## src/nco_bank_pkg.sv

```systemverilog
package nco_bank_pkg;

  // Serial frame layout
  localparam int ADDR_BITS = 15;
  localparam int HDR_BITS  = 16;
  localparam int BYTE_BITS = 8;

  // Register offsets (byte addresses on the serial port)
  localparam logic [14:0] ADDR_SOFT_RESET         = 15'h0000;
  localparam logic [14:0] ADDR_FREQ_PRESET0       = 15'h0240;
  localparam logic [14:0] ADDR_PHASE_PRESET0      = 15'h0244;
  localparam logic [14:0] ADDR_FREQ_PRESET1       = 15'h0248;
  localparam logic [14:0] ADDR_PHASE_PRESET1      = 15'h024C;
  localparam logic [14:0] ADDR_FREQ_PRESET2       = 15'h0250;
  localparam logic [14:0] ADDR_PHASE_PRESET2      = 15'h0254;
  localparam logic [14:0] ADDR_FREQ_PRESET3       = 15'h0258;
  localparam logic [14:0] ADDR_PHASE_PRESET3      = 15'h025C;
  localparam logic [14:0] ADDR_STARTUP_STATUS     = 15'h0270;

  // Bank window layout: preset in offset bits 4:3, phase in bit 2
  localparam int          PRESET_LSB    = 3;
  localparam int          PHASE_SEL_BIT = 2;
  localparam logic [14:0] BANK_SPAN     = 15'h0020;

  // Field positions
  localparam int SOFT_RESET_BIT = 7;
  localparam int INIT_DONE_BIT  = 0;

  // Reset values
  localparam logic [31:0] FREQ_RESET  = 32'hC0000000;
  localparam logic [15:0] PHASE_RESET = 16'h0000;

  // Counts
  localparam int NUM_PRESETS         = 4;
  localparam int FREQ_BITS           = 32;
  localparam int PHASE_BITS          = 16;
  localparam int INIT_CYCLES_DEFAULT = 64;

endpackage

```

## src/spi_serial_port.sv

```systemverilog
module spi_serial_port (
  // Clock and reset
  input  wire logic        core_clk,
  input  wire logic        reset,
  // Serial pins
  input  wire logic        sclk,
  input  wire logic        sdi,
  input  wire logic        cs_n,
  output logic             sdo,
  output logic             sdo_oe_n,
  // Register side
  output logic             wr_pulse,
  output logic [14:0]      addr,
  output logic [7:0]       wdata,
  input  wire logic [7:0]  rdata
);

  typedef enum logic [2:0] {
    ST_IDLE = 3'b001,
    ST_HDR  = 3'b010,
    ST_DATA = 3'b100
  } port_state_e;

  logic [2:0]  sclk_sy_r;
  logic [1:0]  sdi_sy_r;
  logic [1:0]  cs_sy_r;
  port_state_e state_r, state_nxt;
  logic [4:0]  cnt_r, cnt_nxt;
  logic [15:0] rx_r, rx_nxt;
  logic [7:0]  tx_r, tx_nxt;
  logic        rd_r, rd_nxt;
  logic        load_r, load_nxt;
  logic [14:0] addr_r, addr_nxt;
  logic [7:0]  wdata_r, wdata_nxt;
  logic        wr_r, wr_nxt;
  logic        oe_n_r, oe_n_nxt;
  logic        rise;
  logic        fall;
  logic        sel;

  // Pins pass two flops, sclk three; only the second and later stages are read
  assign rise = sclk_sy_r[1] & ~sclk_sy_r[2];
  assign fall = ~sclk_sy_r[1] & sclk_sy_r[2];
  assign sel  = ~cs_sy_r[1];

  always_comb
  begin
    state_nxt = state_r;
    cnt_nxt   = cnt_r;
    rx_nxt    = rx_r;
    tx_nxt    = tx_r;
    rd_nxt    = rd_r;
    load_nxt  = load_r;
    addr_nxt  = addr_r;
    wdata_nxt = wdata_r;
    wr_nxt    = 1'b0;
    oe_n_nxt  = oe_n_r;
    unique case (state_r)
      ST_IDLE:
      begin
        oe_n_nxt = 1'b1;
        cnt_nxt  = 5'h00;
        if (sel)
          state_nxt = ST_HDR;
      end
      ST_HDR:
      begin
        if (!sel)
          state_nxt = ST_IDLE;
        else if (rise)
        begin
          rx_nxt  = {rx_r[14:0], sdi_sy_r[1]};
          cnt_nxt = cnt_r + 5'h01;
          if (cnt_r == 5'(nco_bank_pkg::HDR_BITS - 1))
          begin
            rd_nxt    = rx_r[14];
            addr_nxt  = {rx_r[13:0], sdi_sy_r[1]};
            load_nxt  = 1'b1;
            cnt_nxt   = 5'h00;
            state_nxt = ST_DATA;
          end
        end
      end
      ST_DATA:
      begin
        if (!sel)
          state_nxt = ST_IDLE;
        else
        begin
          if (fall)
          begin
            if (load_r)
            begin
              tx_nxt   = rdata;
              load_nxt = 1'b0;
              oe_n_nxt = ~rd_r;
            end
            else
              tx_nxt = {tx_r[6:0], 1'b0};
          end
          if (rise)
          begin
            rx_nxt  = {rx_r[14:0], sdi_sy_r[1]};
            cnt_nxt = cnt_r + 5'h01;
            if (cnt_r == 5'(nco_bank_pkg::BYTE_BITS - 1))
            begin
              cnt_nxt   = 5'h00;
              wdata_nxt = {rx_r[6:0], sdi_sy_r[1]};
              wr_nxt    = ~rd_r;
              load_nxt  = 1'b1;
            end
          end
          // Address steps once a write byte's pulse has gone out, or on a read byte's last rising edge
          if (wr_r || (rise && rd_r &&
              cnt_r == 5'(nco_bank_pkg::BYTE_BITS - 1)))
            addr_nxt = addr_r + 15'h0001;
        end
      end
      default:
        state_nxt = ST_IDLE;
    endcase
  end

  always_ff @(posedge core_clk or posedge reset)
  begin
    if (reset)
    begin
      sclk_sy_r <= 3'h0;
      sdi_sy_r  <= 2'h0;
      cs_sy_r   <= 2'h3;
      state_r   <= ST_IDLE;
      cnt_r     <= 5'h00;
      rx_r      <= 16'h0000;
      tx_r      <= 8'h00;
      rd_r      <= 1'b0;
      load_r    <= 1'b0;
      addr_r    <= 15'h0000;
      wdata_r   <= 8'h00;
      wr_r      <= 1'b0;
      oe_n_r    <= 1'b1;
    end
    else
    begin
      sclk_sy_r <= {sclk_sy_r[1:0], sclk};
      sdi_sy_r  <= {sdi_sy_r[0], sdi};
      cs_sy_r   <= {cs_sy_r[0], cs_n};
      state_r   <= state_nxt;
      cnt_r     <= cnt_nxt;
      rx_r      <= rx_nxt;
      tx_r      <= tx_nxt;
      rd_r      <= rd_nxt;
      load_r    <= load_nxt;
      addr_r    <= addr_nxt;
      wdata_r   <= wdata_nxt;
      wr_r      <= wr_nxt;
      oe_n_r    <= oe_n_nxt;
    end
  end

  assign sdo      = tx_r[7];
  assign sdo_oe_n = oe_n_r;
  assign wr_pulse = wr_r;
  assign addr     = addr_r;
  assign wdata    = wdata_r;

endmodule // spi_serial_port

```

## src/nco_preset_bank_chan_b.sv

```systemverilog
// Overview of operation
// - Four 32-bit frequency words, reset C0000000
// - Four 16-bit phase words, reset zero
// - Four independent presets, each freq and phase
// - Interleaved mode ignores this channel's words
// - Status bit 0 reads 1 after init
// - Phase left-justified into 32 bits
module nco_preset_bank_chan_b #(
  parameter int INIT_CYCLES = nco_bank_pkg::INIT_CYCLES_DEFAULT
) (
  // Clock and reset
  input  wire logic        core_clk,
  input  wire logic        reset,
  // Serial control port
  input  wire logic        sclk,
  input  wire logic        sdi,
  input  wire logic        cs_n,
  output logic             sdo,
  output logic             sdo_oe_n,
  // Converter mode
  input  wire logic        interleaved_mode,
  // Oscillator settings for this channel
  output logic [31:0]      osc_freq     [4],
  output logic [31:0]      osc_phase    [4],
  output logic             chan_b_active,
  output logic             init_done
);

  localparam int NP = nco_bank_pkg::NUM_PRESETS;
  localparam int CW = $clog2(INIT_CYCLES + 1);

  if (INIT_CYCLES < 1)
  begin : g_chk_init
    $error("INIT_CYCLES must be at least 1");
  end

  typedef enum logic [1:0] {
    INIT_RUN  = 2'b01,
    INIT_DONE = 2'b10
  } init_state_e;

  logic [31:0] freq_r     [NP];
  logic [31:0] freq_nxt   [NP];
  logic [15:0] phase_r    [NP];
  logic [15:0] phase_nxt  [NP];
  logic [31:0] ofreq_r    [NP];
  logic [31:0] ofreq_nxt  [NP];
  logic [31:0] ophase_r   [NP];
  logic [31:0] ophase_nxt [NP];
  init_state_e init_r, init_nxt;
  logic [CW-1:0] icnt_r, icnt_nxt;
  logic        active_r, active_nxt;
  logic        soft_rst;
  logic        wr_pulse;
  logic [14:0] addr;
  logic [7:0]  wdata;
  logic [7:0]  rdata;

  // Bank byte location of a serial address
  function automatic logic in_bank(input logic [14:0] a);
    return (a >= nco_bank_pkg::ADDR_FREQ_PRESET0) &&
           (a < nco_bank_pkg::ADDR_FREQ_PRESET0 + nco_bank_pkg::BANK_SPAN);
  endfunction

  function automatic logic [4:0] bank_off(input logic [14:0] a);
    logic [14:0] d;
    d = a - nco_bank_pkg::ADDR_FREQ_PRESET0;
    return d[4:0];
  endfunction

  function automatic logic [31:0] put_byte(input logic [31:0] w,
                                           input logic [1:0]  lane,
                                           input logic [7:0]  b);
    logic [31:0] r;
    r = w;
    r[lane*8 +: 8] = b;
    return r;
  endfunction

  spi_serial_port u_port (
    .core_clk (core_clk),
    .reset    (reset),
    .sclk     (sclk),
    .sdi      (sdi),
    .cs_n     (cs_n),
    .sdo      (sdo),
    .sdo_oe_n (sdo_oe_n),
    .wr_pulse (wr_pulse),
    .addr     (addr),
    .wdata    (wdata),
    .rdata    (rdata)
  );

  // Soft reset is accepted even while initialization is running
  assign soft_rst = wr_pulse &&
                    addr == nco_bank_pkg::ADDR_SOFT_RESET &&
                    wdata[nco_bank_pkg::SOFT_RESET_BIT];

  // Initialization sequencer
  always_comb
  begin
    init_nxt = init_r;
    icnt_nxt = icnt_r;
    unique case (init_r)
      INIT_RUN:
      begin
        icnt_nxt = icnt_r + CW'(1);
        if (icnt_r == CW'(INIT_CYCLES - 1))
          init_nxt = INIT_DONE;
      end
      INIT_DONE:
        icnt_nxt = icnt_r;
      default:
        init_nxt = INIT_RUN;
    endcase
    if (soft_rst)
    begin
      init_nxt = INIT_RUN;
      icnt_nxt = '0;
    end
  end

  always_ff @(posedge core_clk or posedge reset)
  begin
    if (reset)
    begin
      init_r <= INIT_RUN;
      icnt_r <= '0;
    end
    else
    begin
      init_r <= init_nxt;
      icnt_r <= icnt_nxt;
    end
  end

  // Preset storage, written a byte at a time
  always_comb
  begin
    logic [4:0] off;
    int         p;
    off = bank_off(addr);
    p   = int'(off[4:nco_bank_pkg::PRESET_LSB]);
    for (int i = 0; i < NP; i++)
    begin
      freq_nxt[i]  = freq_r[i];
      phase_nxt[i] = phase_r[i];
    end
    if (soft_rst)
    begin
      for (int i = 0; i < NP; i++)
      begin
        freq_nxt[i]  = nco_bank_pkg::FREQ_RESET;
        phase_nxt[i] = nco_bank_pkg::PHASE_RESET;
      end
    end
    else if (wr_pulse && in_bank(addr))
    begin
      if (!off[nco_bank_pkg::PHASE_SEL_BIT])
        freq_nxt[p] = put_byte(freq_r[p], off[1:0], wdata);
      else if (!off[1])
        phase_nxt[p] = 16'(put_byte({16'h0000, phase_r[p]},
                                    off[1:0], wdata));
    end
  end

  always_ff @(posedge core_clk or posedge reset)
  begin
    if (reset)
    begin
      for (int i = 0; i < NP; i++)
      begin
        freq_r[i]  <= nco_bank_pkg::FREQ_RESET;
        phase_r[i] <= nco_bank_pkg::PHASE_RESET;
      end
    end
    else
    begin
      for (int i = 0; i < NP; i++)
      begin
        freq_r[i]  <= freq_nxt[i];
        phase_r[i] <= phase_nxt[i];
      end
    end
  end

  // Read multiplexer
  always_comb
  begin
    logic [4:0]  off;
    logic [31:0] w;
    int          p;
    off   = bank_off(addr);
    p     = int'(off[4:nco_bank_pkg::PRESET_LSB]);
    w     = 32'h00000000;
    rdata = 8'h00;
    if (in_bank(addr))
    begin
      if (off[nco_bank_pkg::PHASE_SEL_BIT])
        w = {16'h0000, phase_r[p]};
      else
        w = freq_r[p];
      rdata = w[off[1:0]*8 +: 8];
    end
    else if (addr == nco_bank_pkg::ADDR_STARTUP_STATUS)
      rdata[nco_bank_pkg::INIT_DONE_BIT] = (init_r == INIT_DONE);
  end

  // Settings handed to the oscillator, held off in interleaved mode
  always_comb
  begin
    active_nxt = ~interleaved_mode;
    for (int i = 0; i < NP; i++)
    begin
      if (interleaved_mode)
      begin
        ofreq_nxt[i]  = 32'h00000000;
        ophase_nxt[i] = 32'h00000000;
      end
      else
      begin
        ofreq_nxt[i]  = freq_r[i];
        ophase_nxt[i] = {phase_r[i], 16'h0000};
      end
    end
  end

  always_ff @(posedge core_clk or posedge reset)
  begin
    if (reset)
    begin
      active_r <= 1'b0;
      for (int i = 0; i < NP; i++)
      begin
        ofreq_r[i]  <= 32'h00000000;
        ophase_r[i] <= 32'h00000000;
      end
    end
    else
    begin
      active_r <= active_nxt;
      for (int i = 0; i < NP; i++)
      begin
        ofreq_r[i]  <= ofreq_nxt[i];
        ophase_r[i] <= ophase_nxt[i];
      end
    end
  end

  assign osc_freq      = ofreq_r;
  assign osc_phase     = ophase_r;
  assign chan_b_active = active_r;
  // One-hot done bit taken straight from the state flop
  assign init_done     = init_r[1];

endmodule // nco_preset_bank_chan_b

```

## config.mk

```make
export PLATFORM = sky130hd
export DESIGN_NAME = nco_preset_bank_chan_b
export DESIGN_NICKNAME = d
export VERILOG_FILES = /design/src/nco_bank_pkg.sv /design/src/spi_serial_port.sv /design/src/nco_preset_bank_chan_b.sv
export SDC_FILE = /design/constraint.sdc
export NUM_CORES = 1
export LEC_CHECK = 0
export BUFFER_PORTS_ARGS = -buffer_cell sky130_fd_sc_hd__buf_2
export CORE_ASPECT_RATIO = 0.9
export CORE_UTILIZATION = 29
export DETAILED_ROUTE_END_ITERATION = 12
export PLACE_DENSITY = 0.53
export SKIP_CTS_REPAIR_TIMING = 1
export SLEW_MARGIN = 25
export SYNTH_ARGS = -nofsm -noshare
export SYNTH_HDL_FRONTEND = slang
export SYNTH_SLANG_ARGS = --single-unit
export TNS_END_PERCENT = 30
```

## constraint.sdc

```tcl
create_clock -name core_clk -period 20 [get_ports core_clk]
set_input_delay 4 -clock core_clk [delete_from_list [all_inputs] [get_ports core_clk]]
set_output_delay 4 -clock core_clk [all_outputs]
set_load 0.03 [all_outputs]
```

**After elaboration in Yosys (flattened, before gate mapping)**

Index checks and enable logic that the tools add are counted.

- Bits in registers: 523
- Input port bits: 6
- Word-level logic and storage cells: 180

- Add/subtract/negate cells: 5
- Magnitude comparators: 4
- Equality and inequality tests: 25
- Shift operators: 3
- Mux-type cells: 75
- Bitwise gates (word level): 8
- Reductions and logical operators: 28

Operator list:

| kind | number |
|---|---|
| $mux 32 | 13 |
| $mux 128 | 3 |
| $mux 64 | 4 |
| $bwmux 128 | 1 |
| $mux 15 | 5 |
| $bmux 32 s2 | 1 |
| $bwmux 32 | 2 |
| $bwmux 64 | 1 |
| $demux 32 s2 | 1 |
| $mux 16 | 3 |
| $neg 5->34 | 1 |
| $shift 8x34->32 const A | 1 |
| $shiftx 8x34->32 | 1 |
| $bmux 16 s2 | 1 |
| $demux 16 s2 | 1 |
| $ge 32x3->1 const B | 1 |
| $lt 32x1->1 const B | 1 |
| $not 2->32 | 1 |
| $shiftx 32x6->8 | 1 |
| $mux 5 | 6 |
| $pmux 15 s2 | 1 |
| $mux 7 | 3 |
| $mux 1 | 16 |
| $reduce_and 4->1 | 4 |
| other kinds (38) | 75 |

**Logic depth before layout (Yosys ltp)**

- Word-level depth: 11
- Gate-level depth with buffers: 10

**Modules after synthesis**

Synthesis repeated with hierarchy kept, for this count alone.

- Cells, all modules: 1,609
- Area, all modules: 20,290.7 sq um

By module, submodules not included:

| module | instances | cells an instance | area each (sq um) | seq. area each (sq um) |
|---|---|---|---|---|
| nco_preset_bank_chan_b | 1 | 1,331 | 17,225.3 | 9,870.7 |
| spi_serial_port | 1 | 278 | 3,065.4 | 1,631.6 |

**Least setup slack after synthesis**

OpenSTA, ideal clock, no wires.

- Path type: in2reg
- Start point: input interleaved_mode
- End point: register ofreq_r (netlist bit osc_freq[100])
- Setup time: 0.132 ns
- Arrival time: 4.594 ns
- Slack: 15.273 ns
- Stages: 3
- Buffers on the path: 2
- Path through: clkbuf_1 > clkbuf_1 > nor2b_1

RTL lines:

| what | line | RTL |
|---|---|---|
| start: declaration | nco_preset_bank_chan_b.sv:21 | `input wire logic interleaved_mode,` |
| end signal: indexed assignment | nco_preset_bank_chan_b.sv:244 | `ofreq_r[i] <= ofreq_nxt[i];` |
| end: declaration | nco_preset_bank_chan_b.sv:46 | `logic [31:0] ofreq_r [NP];` |

**Worst setup path after layout**

- Start point: register u_port.oe_n_r (netlist: u_port.sdo_oe_n)
- End point: output sdo_oe_n

RTL lines:

| what | line | RTL |
|---|---|---|
| start: declaration | spi_serial_port.sv:36 | `logic oe_n_r, oe_n_nxt;` |
| start signal: assignment | spi_serial_port.sv:156 | `oe_n_r <= oe_n_nxt;` |
| end: declaration | nco_preset_bank_chan_b.sv:19 | `output logic sdo_oe_n,` |

No word-level cell between the ends.

==> impl_metrics.py <==
metrics = {
    "outcome": {
        "status": "completed",
    },
    "timing": {
        "max_slew_margin_pct": 30.50,
        "slew_violations": 0,
        "max_slew.worst_pin.slew_ns": 1.035,
        "worst_slack_ns": 14.67,
        "fmax_mhz": 187.4,
        "fin_crit_sh_pct": 26.68,
        "hold_viol_final": 0,
        "clock_skew_ns": 0.02403,
        "rsz0062_at_grt": "no",
        "period_needed_ns": 5.335,
        "finalSetupViolCount": 0,
        "fin_setup_tns_ns": 0,
    },
    "logic_synthesis": {
        "synthTopCellsByArea": "dfrtp_1 56%, nor2b_1 6.4%, mux2_2 3.6%, mux4_2 3.4%, o21ai_0 3.2%",
        "yosysTopAreaCellShare_pct": 56.40,
        "post-synth-top-area-cell": "dfrtp_1",
        "syn_inst": 1690,
        "async_reset_ff_share_pct": 100.0,
        "synth_edf_count": 0,
        "avgSynthCellArea_um2": 11.71,
        "synth_ff_type": "dfrtp_1",
        "yosysSeqAreaShare_pct": 58.13,
        "ys_seq_elements": 459,
        "netlist_area_um2": 19790,
        "yosys_warnings": 0,
        "ys_types": 68,
    },
    "placed_design": {
        "place_ws_ns": 14.01,
        "port_buffers": 201,
        "dp.cells": 2665,
        "gp_congestion": 0.7835,
        "hpwl_um": 38160,
    },
    "worst_setup_path": {
        "crit_path_top_delay_cell": "dfstp_2",
        "crit_buf_inv": 1,
        "cpPeakStageDelay_ns": 0.53,
        "r2r-start": "u_port.addr[1]",
        "endpoint": "sdo_oe_n",
        "critPathCaptureType": "output port",
        "setup.worst_path.start": "u_port.sdo_oe_n",
        "cp_max_fo": 2,
        "start_kind": "flop",
        "crit_type": "flop to output port",
        "crit_required_ns": 16.00,
        "cp_cell_sequence": "buf_2",
        "cp.depth": 1,
        "reg2reg_depth": 7,
        "worstPathArrival_ns": 1.33,
        "r2r_end": "freq_r[96]",
        "reg2reg_slack_ns": 15.81,
        "critPathTopFamily": "flip-flops",
    },
    "pwr": {
        "power_frac_comb_pct": 2.5,
        "switchingPower_w": 0.0004249,
        "p_leak_nw": 10.80,
        "pwr-share-seq_pct": 48.3,
        "peakVddDrop_mv": 0.05687,
        "p_int_w": 0.001512,
        "powerDensity_nw_per_um2": 83.99,
        "p_sw_share_pct": 21.94,
        "clockPowerShare_pct": 49.3,
    },
    "clocking": {
        "cts-buffers-inserted": 48,
        "cts_buffer_depth": 3,
        "htreeDepth": 2,
        "cts_tree": "done",
        "cts_sinks": 459,
        "clk_latency_ns": 0.59,
        "root_buffer": "clkbuf_16",
        "clk_pin_slew_worst_paths_ns": 0.06,
    },
    "grt": {
        "antenna_found_initial": 3,
        "gr-total-overflow": 0,
        "grt_first_pass_wirelength_um": 87650,
        "first_global_vias": 13670,
        "grt_usage_pct": 16.37,
        "grt_max_degree": 170,
    },
    "route": {
        "routed_wl_um": 57500,
        "drt_first_pass_iters": 5,
        "drtAntennaViolNets": 0,
        "routed_via_density": 5.056,
        "wl_per_cell_um": 20.89,
        "drcViolationCount": 0,
        "drt_iter0_drc": 1201,
        "vias": 13910,
    },
    "layout": {
        "mostFrequentLayoutCell": "dfrtp_1",
        "drive_gt1_share_pct": 22.79,
        "final_cell_mix": "444 x dfrtp_1, 203 x nor2b_1, 200 x buf_2",
        "instances_no_fill": 2752,
        "nets": 1857,
        "fillerInstances": 6654,
        "syn2layout_area_growth_pct": 16.54,
        "antenna_cells": 0,
    },
    "min_path": {
        "hp-class": "flop to flop",
    },
    "die": {
        "ios": 266,
        "die_x_um": 277.3,
        "coreArea_um2": 67230,
        "dieArea_um2": 69280,
        "die_h_um": 249.8,
        "start_util_pct": 29.43,
        "rows": 90,
    },
    "flow_run": {
        "cap_violations": 0,
    },
}
state kept, by name (all words and copies together) (netlist names), 2 cells and up:
signal,cells
freq_r,128
u_port.rx_r,15
u_port.sdi_sy_r,2
init_r,2
phase_r,64
u_port.state_r,3
u_port.cs_sy_r,2
u_port.sclk_sy_r,3
osc_freq,128
u_port.tx_r,8
u_port.wdata,8
u_port.cnt_r,5
icnt_r,7
osc_phase,64
u_port.addr,15
cells in the mapped netlist, types with 32 or more instances:
cell type    n
a21oi_1     52
a22o_1      49
buf_2       32
buf_4       65
clkbuf_1    83
dfrtp_1    446
mux2_2      63
mux2i_1     40
nand2_1     49
nand3_1    121
nor2_1      59
nor2b_1    203
o21ai_0    126
o2bb2ai_1   34
metrics by stage:
step / total power (W) / util [%] / instance area [µm²] / hold slack [ns]
6_report: 0.001937 / 34.30 / 23060 / 0.3534
5_1_grt: 0.001999 / 34.30 / 23060 / 0.3646
4_1_cts: 0.001960 / 34.28 / 23050 / 0.3543
3_5_place_dp: 0.001001 / 31.78 / 21360 / 0.3410
3_3_place_gp: 0.0009999 / 31.78 / 21360 / 0.3362
2_1_floorplan: 0.001001 / - / 20020 / 0.3312
cell families (layout without fill, tap and decap cells):
logic type	Yosys count	in the layout	share of synthesized area (%)
AO/OA/AOI/OAI	373	373	12.37
multiplexers	133	133	9.023
adder cells (fa/ha/maj)	10	10	0.6323
AND/OR/NAND/NOR	509	509	14.37
other	1	64	0.01895
buffers and inverters	200	325	5.229
XOR/XNOR	5	5	0.2213
flip-flops	459	459	58.13
cell type report:
cell class                      count  area, µm²  share of cell area, %
Inverter                           15      63.81                 0.2767
Clock buffer                       62       1335                  5.789
Tap cell                          874       1094                  4.742
Multi-Input combinational cell   1094       7515                  32.59
Timing Repair Buffer              223       1197                  5.192
Sequential cell                   459      11510                  49.90
Clock inverter                     25      349.1                  1.514
worst min-delay path by stage:
| stage | start | slack, ns | end | cells past startpoint |
|---|---|---|---|---|
| floorplan | u_port.sclk_sy_r[0] | 0.33 | u_port.sclk_sy_r[1] | 0 |
| global placement | u_port.sclk_sy_r[0] | 0.34 | u_port.sclk_sy_r[1] | 0 |
| detailed placement | u_port.sdi_sy_r[0] | 0.34 | u_port.sdi_sy_r[1] | 0 |
| CTS | u_port.sdi_sy_r[0] | 0.35 | u_port.sdi_sy_r[1] | 0 |
| global route | u_port.cs_sy_r[0] | 0.36 | u_port.cs_sy_r[1] | 0 |
| finish | u_port.sdi_sy_r[0] | 0.35 | u_port.sdi_sy_r[1] | 0 |
power by group through the flow:
stage / logic [W] / clock network, W / registers, W
final: 0.0000482 / 0.000954 / 0.000935
after detailed placement: 0.0000493 / 0 / 0.000952
after global placement: 0.0000485 / 0 / 0.000951
after CTS: 0.0000494 / 0.000976 / 0.000935
after floorplan: 0.0000493 / 0 / 0.000952
after global routing: 0.0000548 / 0.00101 / 0.000935
metal layers:
layer	GRT usage, %	part of all wire [%]	vias to the layer above
li1	-	-	6197
met1	23.13	45	7148
met2	25.33	46	481
met3	3.230	6.7	84
met4	4.714	2.4	4
met5	0	0.040	-
No activity file was read; power rests on OpenSTA's default activity.
